===== config.mk =====
export PLATFORM = sky130hd
export DESIGN_NAME = nic_ctrl
export DESIGN_NICKNAME = d
export VERILOG_FILES = /design/src/design/nic_pkg.sv /design/src/design/nic_ctrl.sv
export SDC_FILE = /design/constraint.sdc
export NUM_CORES = 1
export LEC_CHECK = 0
export BUFFER_PORTS_ARGS = -buffer_cell sky130_fd_sc_hd__buf_2
export CORE_AREA = 2 2 138 140
export DETAILED_ROUTE_END_ITERATION = 7
export DIE_AREA = 0 0 140 142
export PLACE_DENSITY = 0.85
export SYNTH_ARGS = -nofsm -noshare
export SYNTH_HDL_FRONTEND = slang
export SYNTH_SLANG_ARGS = --single-unit

===== constraint.sdc =====
create_clock -name clk -period 43.8 [get_ports clk]
set_input_delay 2.19 -clock clk [delete_from_list [all_inputs] [get_ports clk]]
set_output_delay 2.19 -clock clk [all_outputs]
set_load 0.01 [all_outputs]

===== src/design/nic_pkg.sv =====
// Behaviour
// - Priority held in condition code bits 5,3
// - Levels 0..3 encode as 10,01,00,11
// - Finish instruction, then stack PC,X,A,CC
// - Entry loads priority bits from vector setting
// - Fourteen vectors plus trap, reset at FFE0h-FFFFh
// - Return pops context including priority bits
// - Highest software level, then highest hardware order
// - Unserved requests stay latched until they win
// - Reset and trap outrank level 3
// - Non-maskable: stack (not reset), vector, level 3
// - Reset and trap leave halt mode
// - Trap instruction raises the trap event
// - Serve only enabled, higher-than-current requests
// - Edge external request cleared on entry
// - Enabled pins of one line are ORed
// - Peripheral request needs flag and enable
// - Flag clear sequence drops pending latch
// - All wake wait; only capable sources wake halt
// - After halt, first service is halt-capable
// - Level changed by rim/sim/halt/wfi/return_from_interrupt/pop
// - Watchdog flag bit 0, software clears, rest zero
// - Condition code resets with level 3
// - Writing level 0 to a pair is ignored
// - Four priority registers reset to ones, top nibble fixed
package nic_pkg;
  localparam int        NVEC       = 14;           // Maskable vectors
  localparam int        NPIN       = 16;           // External pins, four per line
  localparam int        NLINE      = 4;            // External lines
  localparam int        EXT_FIRST  = 2;            // Vector of the first external line
  localparam int        I1_POS     = 5;            // High priority bit in condition code
  localparam int        I0_POS     = 3;            // Low priority bit in condition code
  localparam int        WDG_POS    = 0;            // Watchdog flag position
  localparam logic [7:0]  CC_RESET   = 8'hea;      // Level 3 after reset
  localparam logic [7:0]  ISPR_RESET = 8'hff;      // All vectors at level 3
  localparam logic [3:0]  ISPR3_RO   = 4'hf;       // Fixed upper nibble of last priority register
  localparam logic [1:0]  LVL0       = 2'b10;      // Main level encoding
  localparam logic [1:0]  LVL1       = 2'b01;
  localparam logic [1:0]  LVL3       = 2'b11;      // Interrupts disabled
  localparam logic [15:0] VEC_TOP0   = 16'hfffa;   // Vector 0, highest hardware order
  localparam logic [15:0] VEC_TRAP   = 16'hfffc;
  localparam logic [15:0] VEC_RESET  = 16'hfffe;
  localparam logic [13:0] EXT_MASK   = 14'h003c;   // Vectors fed by external lines
  localparam logic [13:0] HALT_CAP   = 14'h00be;   // Vectors that may leave halt
  localparam logic [2:0]  CTX_BYTES  = 3'd5;       // Bytes stacked per interrupt
  // Register indexes on the plain register port
  localparam logic [2:0]  REG_CC     = 3'h0;
  localparam logic [2:0]  REG_ISPR0  = 3'h1;
  localparam logic [2:0]  REG_ISPR3  = 3'h4;
  localparam logic [2:0]  REG_SIFLAG = 3'h5;

  // Instruction events reported by the core, one-cycle pulses
  typedef struct packed {
    logic       instr_end;  // Current instruction completes
    logic       trap;       // Software trap executed
    logic       return_from_interrupt;       // Return from interrupt executed
    logic       enable_interrupts_instr;        // Enable interrupts instruction
    logic       sim;        // Disable interrupts instruction
    logic       halt;       // Enter halt
    logic       wait_for_interrupt_instr;        // Enter wait
    logic       pop_cc;     // Condition code popped by software
    logic [7:0] cc_data;    // Value for pop_cc
  } nic_cpu_ev_t;

  // Core context that is stacked on entry
  typedef struct packed {
    logic [15:0] pc;
    logic [7:0]  x;
    logic [7:0]  a;
  } nic_ctx_t;

  // Stack memory strobes
  typedef struct packed {
    logic       wr;
    logic       rd;
    logic [7:0] wdata;
  } nic_stk_t;
endpackage


===== src/design/nic_ctrl.sv =====
// Local design decisions: the placing of the registers and strobed register access.
`timescale 1ns/1ns
module nic_ctrl (
  input  wire logic                clk,
  input  wire logic                arst_n,
  input  wire logic [2:0]          reg_addr,
  input  wire logic [7:0]          reg_wdata,
  input  wire logic                reg_wr,
  input  wire logic                reg_rd,
  output logic [7:0]               reg_rdata,
  input  wire nic_pkg::nic_cpu_ev_t cpu_ev,
  input  wire nic_pkg::nic_ctx_t   ctx_in,
  input  wire logic [7:0]          stk_rdata,
  output nic_pkg::nic_stk_t        stk_out,
  output logic                     pc_load,
  output logic [15:0]              pc_addr,
  output logic                     ctx_restore,
  output nic_pkg::nic_ctx_t        ctx_out,
  output logic [7:0]               cc_out,
  output logic                     wake,
  output logic                     busy,
  input  wire logic [13:0]         periph_flag,
  input  wire logic [13:0]         periph_en,
  input  wire logic [13:0]         periph_clr,
  input  wire logic [15:0]         ext_pin,
  input  wire logic [15:0]         ext_pin_sel,
  input  wire logic                wdg_reset_evt
);
  import nic_pkg::*;

  typedef enum logic [2:0] {ST_RESET, ST_IDLE, ST_PUSH, ST_VECT, ST_POP} nic_state_t;

  // Map a priority pair onto a rank 0..3, so levels compare as numbers
  function automatic logic [1:0] rank(input logic [1:0] p);
    rank = {p[1] ~^ p[0], p[0]};
  endfunction

  nic_state_t  state_reg;             // Sequencer state
  logic [2:0]  cnt_reg;               // Byte counter for stack moves
  logic [7:0]  cc_reg;                // Condition code, priority bits inside
  logic [7:0]  ispr_reg [4];          // Per-vector priority pairs
  logic [7:0]  sif_reg;               // Integrity flags
  logic [13:0] pend_reg;              // Latched maskable requests
  logic        trap_pend_reg;         // Trap waiting for the next boundary
  logic        halt_reg;              // Core is halted
  logic        wait_reg;              // Core is waiting
  logic        halt_exit_reg;         // First service after halt is restricted
  logic        svc_trap_reg;          // Service in progress is the trap
  logic [3:0]  svc_idx_reg;           // Maskable vector being entered
  logic [1:0]  svc_lvl_reg;           // Level to load on entry
  logic [15:0] pin_s1_reg, pin_s2_reg, pin_s3_reg, pin_st_reg; // Pin synchroniser
  logic [3:0]  line_reg;              // Previous line levels for edges
  logic [7:0]  rdata_reg;
  nic_stk_t    stk_reg;
  logic        pc_load_reg;
  logic [15:0] pc_addr_reg;
  logic        rest_reg;
  nic_ctx_t    ctx_reg;               // Popped context
  logic        wake_reg;
  logic        busy_reg;              // Sequencer not idle, a flop so the pin never glitches

  // Priority pairs and current rank
  wire [1:0]  cur_lvl  = {cc_reg[I1_POS], cc_reg[I0_POS]};
  wire [1:0]  cur_rank = rank(cur_lvl);
  logic [1:0] vec_lvl [NVEC];
  for (genvar v = 0; v < NVEC; v++) begin : g_lvl
    assign vec_lvl[v] = ispr_reg[v / 4][2 * (v % 4) +: 2];
  end

  // Pin filter: a pin change counts once stages two and three agree
  wire [15:0] pin_agree = ~(pin_s2_reg ^ pin_s3_reg);
  wire [15:0] pin_st_next = (pin_agree & pin_s3_reg) | (~pin_agree & pin_st_reg);
  wire [15:0] pin_on = pin_st_reg & ext_pin_sel;
  logic [3:0] line_lvl;
  for (genvar g = 0; g < NLINE; g++) begin : g_line
    assign line_lvl[g] = |pin_on[4 * g +: 4];
  end
  wire [3:0] line_edge = line_lvl & ~line_reg;

  // Request sources: level for peripherals, rising edge for external lines
  wire [13:0] ext_set   = {8'h00, line_edge, 2'b00} & EXT_MASK;
  wire [13:0] per_set   = periph_flag & periph_en & ~EXT_MASK;
  wire [13:0] entry_clr = (state_reg == ST_VECT && !svc_trap_reg) ?
                          (EXT_MASK & (14'h0001 << svc_idx_reg)) : 14'h0000;
  wire [13:0] pend_next = (pend_reg & ~((periph_clr & ~EXT_MASK) | entry_clr)) | ext_set | per_set;

  // Eligibility: pending, above current level, halt-capable right after halt
  wire [13:0] halt_gate = halt_exit_reg ? HALT_CAP : 14'h3fff;
  logic [13:0] elig;
  for (genvar v = 0; v < NVEC; v++) begin : g_elig
    assign elig[v] = pend_reg[v] && halt_gate[v] && (rank(vec_lvl[v]) > cur_rank);
  end

  // Arbiter: scan from lowest hardware order so ties go to lower index
  logic [3:0] win_idx;
  logic [1:0] win_rank;
  logic       win_valid;
  always_comb begin
    win_idx   = 4'h0;
    win_rank  = 2'b00;
    win_valid = 1'b0;
    for (int v = NVEC - 1; v >= 0; v--) begin
      if (elig[v] && (!win_valid || rank(vec_lvl[v]) >= win_rank)) begin
        win_idx   = 4'(v);
        win_rank  = rank(vec_lvl[v]);
        win_valid = 1'b1;
      end
    end
  end

  wire take     = (state_reg == ST_IDLE) && cpu_ev.instr_end && (trap_pend_reg || win_valid);
  wire take_return_from_interrupt = (state_reg == ST_IDLE) && cpu_ev.return_from_interrupt && !take;
  wire [15:0] vec_addr = VEC_TOP0 - {11'h000, svc_idx_reg, 1'b0};

  // Sequencer next state
  nic_state_t state_next;
  always_comb begin
    state_next = state_reg;
    unique case (state_reg)
      ST_RESET: state_next = ST_IDLE;
      ST_IDLE:  state_next = take ? ST_PUSH : (take_return_from_interrupt ? ST_POP : ST_IDLE);
      ST_PUSH:  state_next = (cnt_reg == CTX_BYTES - 3'd1) ? ST_VECT : ST_PUSH;
      ST_VECT:  state_next = ST_IDLE;
      ST_POP:   state_next = (cnt_reg == CTX_BYTES) ? ST_IDLE : ST_POP;
    endcase
  end
  wire [2:0] cnt_next = (state_reg != state_next) ? 3'd0 : cnt_reg + 3'd1;

  // Bytes go out low PC first and come back in reverse
  logic [7:0] push_byte;
  always_comb begin
    unique case (cnt_reg)
      3'd0:    push_byte = ctx_in.pc[7:0];
      3'd1:    push_byte = ctx_in.pc[15:8];
      3'd2:    push_byte = ctx_in.x;
      3'd3:    push_byte = ctx_in.a;
      default: push_byte = cc_reg;
    endcase
  end
  wire pop_cap = (state_reg == ST_POP) && (cnt_reg != 3'd0);
  wire [2:0] pop_idx = cnt_reg - 3'd1;

  // Condition code: entry wins, then pop, then instructions, then bus
  wire [1:0] entry_lvl = svc_trap_reg ? LVL3 : svc_lvl_reg;
  logic [7:0] cc_next;
  always_comb begin
    cc_next = cc_reg;
    if (state_reg == ST_VECT) begin
      cc_next[I1_POS] = entry_lvl[1];
      cc_next[I0_POS] = entry_lvl[0];
    end else if (pop_cap && pop_idx == 3'd0) begin
      cc_next = stk_rdata;
    end else if (cpu_ev.pop_cc) begin
      cc_next = cpu_ev.cc_data;
    end else if (cpu_ev.sim) begin
      {cc_next[I1_POS], cc_next[I0_POS]} = LVL3;
    end else if (cpu_ev.enable_interrupts_instr || cpu_ev.halt || cpu_ev.wait_for_interrupt_instr) begin
      {cc_next[I1_POS], cc_next[I0_POS]} = LVL0;
    end else if (reg_wr && reg_addr == REG_CC) begin
      cc_next = reg_wdata;
    end
  end

  // Priority register writes keep any pair written as level 0
  function automatic logic [7:0] ispr_merge(input logic [7:0] old, input logic [7:0] nw);
    ispr_merge = nw;
    for (int p = 0; p < 4; p++) begin
      if (nw[2 * p +: 2] == LVL0) ispr_merge[2 * p +: 2] = old[2 * p +: 2];
    end
  endfunction

  // Read decode
  wire [2:0] ispr_sel = reg_addr - REG_ISPR0;
  wire       is_ispr  = reg_addr >= REG_ISPR0 && reg_addr <= REG_ISPR3;
  wire [7:0] rd_mux   = (reg_addr == REG_CC)     ? cc_reg :
                        is_ispr                  ? ispr_reg[ispr_sel[1:0]] :
                        (reg_addr == REG_SIFLAG) ? sif_reg : 8'h00;

  // Watchdog flag: event sets, written zero clears, set wins
  wire sif_clr = reg_wr && reg_addr == REG_SIFLAG && !reg_wdata[WDG_POS];
  wire wdg_next = wdg_reset_evt || (sif_reg[WDG_POS] && !sif_clr);

  // Wake: any request leaves wait, only capable ones leave halt
  wire any_req  = |pend_reg || trap_pend_reg;
  wire halt_req = |(pend_reg & HALT_CAP) || trap_pend_reg;
  wire wake_now = (wait_reg && any_req) || (halt_reg && halt_req);

  // Sequencer and counters
  always_ff @(posedge clk or negedge arst_n) begin
    if (!arst_n) begin
      state_reg <= ST_RESET;
      cnt_reg   <= 3'd0;
      busy_reg  <= 1'b1;
    end else begin
      state_reg <= state_next;
      cnt_reg   <= cnt_next;
      busy_reg  <= (state_next != ST_IDLE);
    end
  end

  // Condition code and programmable registers
  always_ff @(posedge clk or negedge arst_n) begin
    if (!arst_n) begin
      cc_reg  <= CC_RESET;
      ispr_reg <= '{default: ISPR_RESET};
      sif_reg <= 8'h00;
    end else begin
      cc_reg <= cc_next;
      if (reg_wr && is_ispr) begin
        ispr_reg[ispr_sel[1:0]] <= ispr_merge(ispr_reg[ispr_sel[1:0]], reg_wdata);
        if (reg_addr == REG_ISPR3) begin
          ispr_reg[3][7:4] <= ISPR3_RO;
        end
      end
      sif_reg <= {7'h00, wdg_next};
    end
  end

  // Pending latches, service capture, low-power state
  always_ff @(posedge clk or negedge arst_n) begin
    if (!arst_n) begin
      pend_reg      <= 14'h0000;
      trap_pend_reg <= 1'b0;
      svc_trap_reg  <= 1'b0;
      svc_idx_reg   <= 4'h0;
      svc_lvl_reg   <= LVL3;
      halt_reg      <= 1'b0;
      wait_reg      <= 1'b0;
      halt_exit_reg <= 1'b0;
      wake_reg      <= 1'b0;
    end else begin
      pend_reg      <= pend_next;
      trap_pend_reg <= cpu_ev.trap || (trap_pend_reg && !(state_reg == ST_VECT && svc_trap_reg));
      if (take) begin
        svc_trap_reg <= trap_pend_reg;
        svc_idx_reg  <= win_idx;
        svc_lvl_reg  <= vec_lvl[win_idx];
      end
      halt_reg      <= cpu_ev.halt || (halt_reg && !wake_now);
      wait_reg      <= cpu_ev.wait_for_interrupt_instr || (wait_reg && !wake_now);
      halt_exit_reg <= (halt_reg && wake_now) || (halt_exit_reg && !take);
      wake_reg      <= wake_now;
    end
  end

  // Pin synchroniser and line edge memory
  always_ff @(posedge clk or negedge arst_n) begin
    if (!arst_n) begin
      pin_s1_reg <= 16'h0000;
      pin_s2_reg <= 16'h0000;
      pin_s3_reg <= 16'h0000;
      pin_st_reg <= 16'h0000;
      line_reg   <= 4'h0;
    end else begin
      pin_s1_reg <= ext_pin;
      pin_s2_reg <= pin_s1_reg;
      pin_s3_reg <= pin_s2_reg;
      pin_st_reg <= pin_st_next;
      line_reg   <= line_lvl;
    end
  end

  // Core-facing strobes, all registered
  always_ff @(posedge clk or negedge arst_n) begin
    if (!arst_n) begin
      stk_reg     <= '0;
      pc_load_reg <= 1'b0;
      pc_addr_reg <= VEC_RESET;
      rest_reg    <= 1'b0;
      ctx_reg     <= '0;
      rdata_reg   <= 8'h00;
    end else begin
      stk_reg.wr    <= (state_reg == ST_PUSH);
      stk_reg.wdata <= push_byte;
      stk_reg.rd    <= (state_reg == ST_POP) && (cnt_reg < CTX_BYTES);
      pc_load_reg   <= 1'b0;
      rest_reg      <= 1'b0;
      if (state_reg == ST_RESET) begin
        pc_load_reg <= 1'b1;
        pc_addr_reg <= VEC_RESET;
      end else if (state_reg == ST_VECT) begin
        pc_load_reg <= 1'b1;
        pc_addr_reg <= svc_trap_reg ? VEC_TRAP : vec_addr;
      end else if (pop_cap) begin
        unique case (pop_idx)
          3'd1:    ctx_reg.a        <= stk_rdata;
          3'd2:    ctx_reg.x        <= stk_rdata;
          3'd3:    ctx_reg.pc[15:8] <= stk_rdata;
          3'd4: begin
            ctx_reg.pc[7:0] <= stk_rdata;
            pc_load_reg     <= 1'b1;
            pc_addr_reg     <= {ctx_reg.pc[15:8], stk_rdata};
            rest_reg        <= 1'b1;
          end
          default: ;
        endcase
      end
      rdata_reg <= reg_rd ? rd_mux : 8'h00;
    end
  end

  assign reg_rdata   = rdata_reg;
  assign stk_out     = stk_reg;
  assign pc_load     = pc_load_reg;
  assign pc_addr     = pc_addr_reg;
  assign ctx_restore = rest_reg;
  assign ctx_out     = ctx_reg;
  assign cc_out      = cc_reg;
  assign wake        = wake_reg;
  assign busy        = busy_reg;
endmodule


# == Word-level counts from Yosys, hierarchy flattened ==
# Index checks and enable logic that the tools add are counted.
# word_totals
register_bits,210
in_bits,146
# classes
addsub,4
n_lt_le_gt_ge,33
n_eq_ne,23
shift,1
mux,99
bitwise,34
n_reduce_logical,129
# ops
operator,count
two-way mux 16 bit,5
two-way mux 8 bit,9
logical AND 1 bit,64
two-way mux 4 bit,15
two-way mux 2 bit,26
AND 16 bit,3
bitwise mux 32 bit,1
NOT 16 bit,2
one-hot mux 8 bit (4 select lines),1
two-way mux 1 bit,30
AND 14 bit,2
> comparator 2 bit,14
bitwise OR 14 x 6 -> 14 bit,2
greater-or-equal comparator 2 bit,13
logical OR 1 bit,24
AND reduction 4 bit,5
logical NOT 1 bit,19
"== test 3 x 2 -> 1 bit, second input constant",6
"== test 3 bit, second input constant",6
two-way mux 3 bit,6
binary-select mux 8 bit (select 2 bit),1
demux 8 bit (select 2 bit),1
bitwise OR 16 bit,1
OR reduction 4 bit,4
37 further kinds,63

# == Logic depth before layout (Yosys ltp) ==
# depth
depth_word,65
ltp_mapped,94

# == Least setup slack after synthesis ==
# OpenSTA, ideal clock, no wires.
# synth_timing
path_type,register to register
start,reg cc_reg[3] (netlist: cc_out[3])
end,reg svc_lvl_reg[1]
setup_ps,62
t_arrival_ps,18572
setup_slack_ps,25166
path_stages_with_launch,91
path_cell_list,dfstp_2 -> xor2_1 -> ha_1 -> nor2b_4 -> o211ai_1 -> nor2_1 -> ha_1 -> nand2b_1 -> a21oi_1 -> a21oi_1 -> a21o_1 -> ha_1 -> nand2b_1 -> a21oi_1 -> o21ai_1 -> a221o_1 -> and2_1 -> ha_1 -> [55 not listed] -> nor2_1 -> a31oi_1 -> mux2_4 -> ha_1 -> nand2b_1 -> a21oi_1 -> a21o_1 -> mux2_4 -> ha_1 -> nand2b_1 -> a21oi_1 -> a21o_1 -> o21ai_1 -> a31oi_4 -> mux2i_1 -> mux2_2 -> a22oi_1 -> and3_1
# synth_via
elab_chain_len,60
# synth_rtl
item,line_no,rtl
from (decl),nic_ctrl.sv:40,logic [7:0] cc_reg;
from (signal assigned),nic_ctrl.sv:208,cc_reg <= cc_next;
bitwise XNOR 1 bit,nic_ctrl.sv:35,"rank = {p[1] ~^ p[0], p[0]};"
> comparator 2 bit,nic_ctrl.sv:91,assign elig[v] = pend_reg[v] && halt_gate[v] && (rank(vec_lvl[v]) > cur_rank);
logical AND 1 bit,nic_ctrl.sv:91,
two-way mux 2 bit / two-way mux 1 bit (equally long branches),nic_ctrl.sv:103,if (elig[v] && (!win_valid || rank(vec_lvl[v]) >= win_rank)) begin
greater-or-equal comparator 2 bit / logical NOT 1 bit (equally long branches),nic_ctrl.sv:103,
logical OR 1 bit,nic_ctrl.sv:103,
logical AND 1 bit,nic_ctrl.sv:103,
two-way mux 2 bit / two-way mux 1 bit (equally long branches),nic_ctrl.sv:103,
[43 not listed],-,
two-way mux 2 bit / two-way mux 1 bit (equally long branches),nic_ctrl.sv:103,
greater-or-equal comparator 2 bit / logical NOT 1 bit (equally long branches),nic_ctrl.sv:103,
logical OR 1 bit,nic_ctrl.sv:103,
logical AND 1 bit,nic_ctrl.sv:103,
two-way mux 4 bit,nic_ctrl.sv:103,
NOT 4 -> 5 bit (not written as such),nic_ctrl.sv:237,svc_lvl_reg <= vec_lvl[win_idx];
binary-select mux 2 bit (select 4 bit),nic_ctrl.sv:237,
two-way mux 2 bit (not written as such) (2 in a row),nic_ctrl.sv:237,
to (signal assigned),nic_ctrl.sv:237,
to (decl),nic_ctrl.sv:50,logic [1:0] svc_lvl_reg;
# Parallel ways exist; a longest one is shown, timed or not. The select of a mux whose other input is x is not followed.
# A chain may end at the register's enable or synchronous reset.

# == Final worst setup path ==
# layout_timing
start,reg cc_reg[5] (netlist: cc_out[5])
end,reg svc_lvl_reg[1]
# layout_via
elab_chain_len,60
# layout_rtl
item,line_no
bitwise XNOR 1 bit (*),nic_ctrl.sv:35
> comparator 2 bit,nic_ctrl.sv:91
logical AND 1 bit,nic_ctrl.sv:91
two-way mux 2 bit / two-way mux 1 bit (equally long branches),nic_ctrl.sv:103
greater-or-equal comparator 2 bit / logical NOT 1 bit (equally long branches),nic_ctrl.sv:103
logical OR 1 bit,nic_ctrl.sv:103
logical AND 1 bit,nic_ctrl.sv:103
two-way mux 2 bit / two-way mux 1 bit (equally long branches),nic_ctrl.sv:103
[43 not listed],-
two-way mux 2 bit / two-way mux 1 bit (equally long branches),nic_ctrl.sv:103
greater-or-equal comparator 2 bit / logical NOT 1 bit (equally long branches),nic_ctrl.sv:103
logical OR 1 bit,nic_ctrl.sv:103
logical AND 1 bit,nic_ctrl.sv:103
two-way mux 4 bit,nic_ctrl.sv:103
NOT 4 -> 5 bit (not written as such),nic_ctrl.sv:237
binary-select mux 2 bit (select 4 bit),nic_ctrl.sv:237
two-way mux 2 bit (not written as such) (2 in a row),nic_ctrl.sv:237
# Mark *: on every way between the ends. The rest lies on a longest branch, timed or not. The select of a mux whose other input is x is not followed.

==> metrics <==
status finished, violations left; violations in the final reports design-rule violations; via density per instance 6.08; P&R area growth vs syn 19.0%; ys flop type dfrtp_1; Critical Path RT about 44000 ps; Fin. Hold Viols 0; Worst-Margin Slew 1030 ps; core box area between 15000 and 20000 µm²; antenna violations before repair 2; Routed met3 length between 2 and 2.5 mm; total CTS buffers 23; Hold Crit Depth 0; RSZ-0062 raised after global routing no; Routed met2 length 13.7 mm; Final GP Congestion ~0.9; CP max stage delay a little under 700 ps; gr usage total between 20 and 30%; DIE HEIGHT around 140 µm; DR iter-0 viols between 700 and 800; Ports ~220; warnings from Yosys 0; Reg clk slew, reported paths 60 ps; global-route wire length before repair around 46 mm; slew margin rel. a little under a third; layout cell share with drive strength beyond 1 between 30% and 40%; Final Util 70.2%; IO buf count ~210; Critical R2R Capture svc_lvl_reg[1]; DP HPWL 20.8 mm; Net Count, Synth about 1.2k; pwr dens between 70 and 80 nW/µm²; asr flop ratio synth 100%; Hold WC Path Type reg2reg; fin crit period between 20000 and 25000 ps; type of origin of the critical path register; H-tree levels 1; CTS Sinks 210; number of detailed-route iterations in the first pass 8; R2R cell count 90; hold buffer count at cts 0; nets roughly 1.5k; cell count after synthesis a little over 1k; final std cells w/o fill about 1.5k; Pwr Total roughly 920 µW; clk_skew ~16 ps; global route overflow 0; Hold WS 346 ps; pin count of the biggest net entering global routing roughly 130; Max Freq ~0.047 GHz; Worst Hold Path EP pin_s2_reg[9]; setup violators final 0; Yosys reg bits 210; Fin Setup TNS 0 ps; highest routed layer met4; initial core utilization approximately three fifths; Clock Tree Buf Depth 3; Post-CTS Repair Setup Buffers 0; die width about 140 µm; register area share after synthesis approximately 50%; Detail Route Antenna Nets 0; Post-route DRC 18; Root Buffer clkbuf_16; Worst path slowest cell nor4_1; Hold Crit Start pin_s1_reg[9]; Clk Latency, worst-skew pair 510 ps; Setup CP Type reg2reg; Final Slew Violations 0; routed len/inst 19.2 µm; worst r2r src cc_out[5]; fin crit share between 40% and 50%; Arr. time, crit path about 22000 ps; FF-to-FF setup slack about 23000 ps; TritonCTS clock tree done; number of placement rows 50; # resized after CTS 0; vias roughly 9.1k; CP max FO 14; dpl cells 1457; leak pwr between 5 and 6 nW; vias in the first global route between 8k and 9k; Yosys cell types 78; met1 wire length 11.7 mm; cell repeated most along the worst path ha_1; Die ar. roughly 20000 µm²; synthesized area ~11000 µm²; number of flops mapped to enable cells by yosys 0; DRT Wirelength 28.8 mm; maximum vdd drop about 0.000043 V; Worst Setup End Kind register; syn_area_per_cell 10.5 µm²; max cap viols 0
[synth_stat cells, types with 10 or more instances]
library cell    n  area [µm²]
a21o_1         17         128
a21oi_1        71         355
a22oi_1        19         143
clkbuf_1       24        90.1
dfrtp_1       155        3880
dfstp_2        55        1450
ha_1           63         788
inv_1          45         169
maj3_1         16         160
mux2_2         43         484
mux2i_1        14         140
nand2_1       108         405
nand2b_1       17         106
nand3_1        10        50.1
nor2_1         76         285
nor2b_1        28         175
nor3_1         17        85.1
o211ai_1       10        75.1
o21ai_0        80         400
xnor2_1        11        96.3
[layout by cell type (no fill, tap or decap), types with 19 or more instances in the layout]
| cell | instances |
|---|---|
| buf_2 | 210 |
| dfrtp_1 | 155 |
| nand2_1 | 108 |
| o21ai_0 | 80 |
| nor2_1 | 76 |
| a21oi_1 | 71 |
| ha_1 | 63 |
| dfstp_2 | 55 |
| inv_1 | 45 |
| mux2_2 | 43 |
| nor2b_1 | 28 |
| clkbuf_16 | 23 |
| a22oi_1 | 19 |
[through the flow]
stage	area (µm²)	setup WS, ps
global placement	12200	23610
detailed placement	12200	23280
finish	12900	22680
global route	12900	21530
floorplan	10900	25170
CTS	12900	23150
[kinds of logic after synthesis]
kind of cell    count (synthesis)  synth area share (%)
mux                            71                  8.22
buf+inv                        73                  2.53
compound gates                287                  17.5
simple gates                  296                  12.8
fa+ha+maj                      79                  8.72
flops                         210                  48.9
xor+xnor                       16                  1.29
[how the worst max path moves through the flow]
stage | from | to | slack [ps]
after CTS | cc_out[5] | svc_lvl_reg[1] | 23150
after floorplan | cc_out[3] | svc_lvl_reg[1] | 25170
after global routing | cc_out[5] | svc_lvl_reg[1] | 21530
final | cc_out[5] | svc_lvl_reg[1] | 22680
after detailed placement | cc_out[5] | svc_lvl_reg[1] | 23280
after global placement | cc_out[5] | svc_lvl_reg[1] | 23610
[critical path: cells and delay by family (launching register included)]
kind	cells	cell delay (ps)
compound gates	41	9620
xor+xnor	1	140
mux	7	2380
fa+ha+maj	14	3860
flops	1	620
simple gates	24	4020
buf+inv	3	400
[where the power goes]
group / switching [mW] / internal [mW] / total (mW)
logic: 0.263 / 0.190 / 0.453
registers: 0.0346 / 0.239 / 0.273
clock network: 0.0755 / 0.115 / 0.190
total: 0.373 / 0.543 / 0.916
[layer usage]
layer / global-route usage [%] / vias up
met5: 0 / -
met4: 11.6 / 0
met3: 5.69 / 93
met2: 47.3 / 441
met1: 37.9 / 4396
li1: - / 4187
[final cells by class]
type | instances | area, µm²
well taps | 234 | 293
clock inverters | 4 | 51.3
fillers | 1359 | 5510
inverters | 47 | 176
multi-input cells | 749 | 5290
diodes | 2 | 5.00
flip-flops and latches | 210 | 5320
clock buffers | 37 | 698
repair buffers | 217 | 1110
No activity file was read; power rests on OpenSTA's default activity.
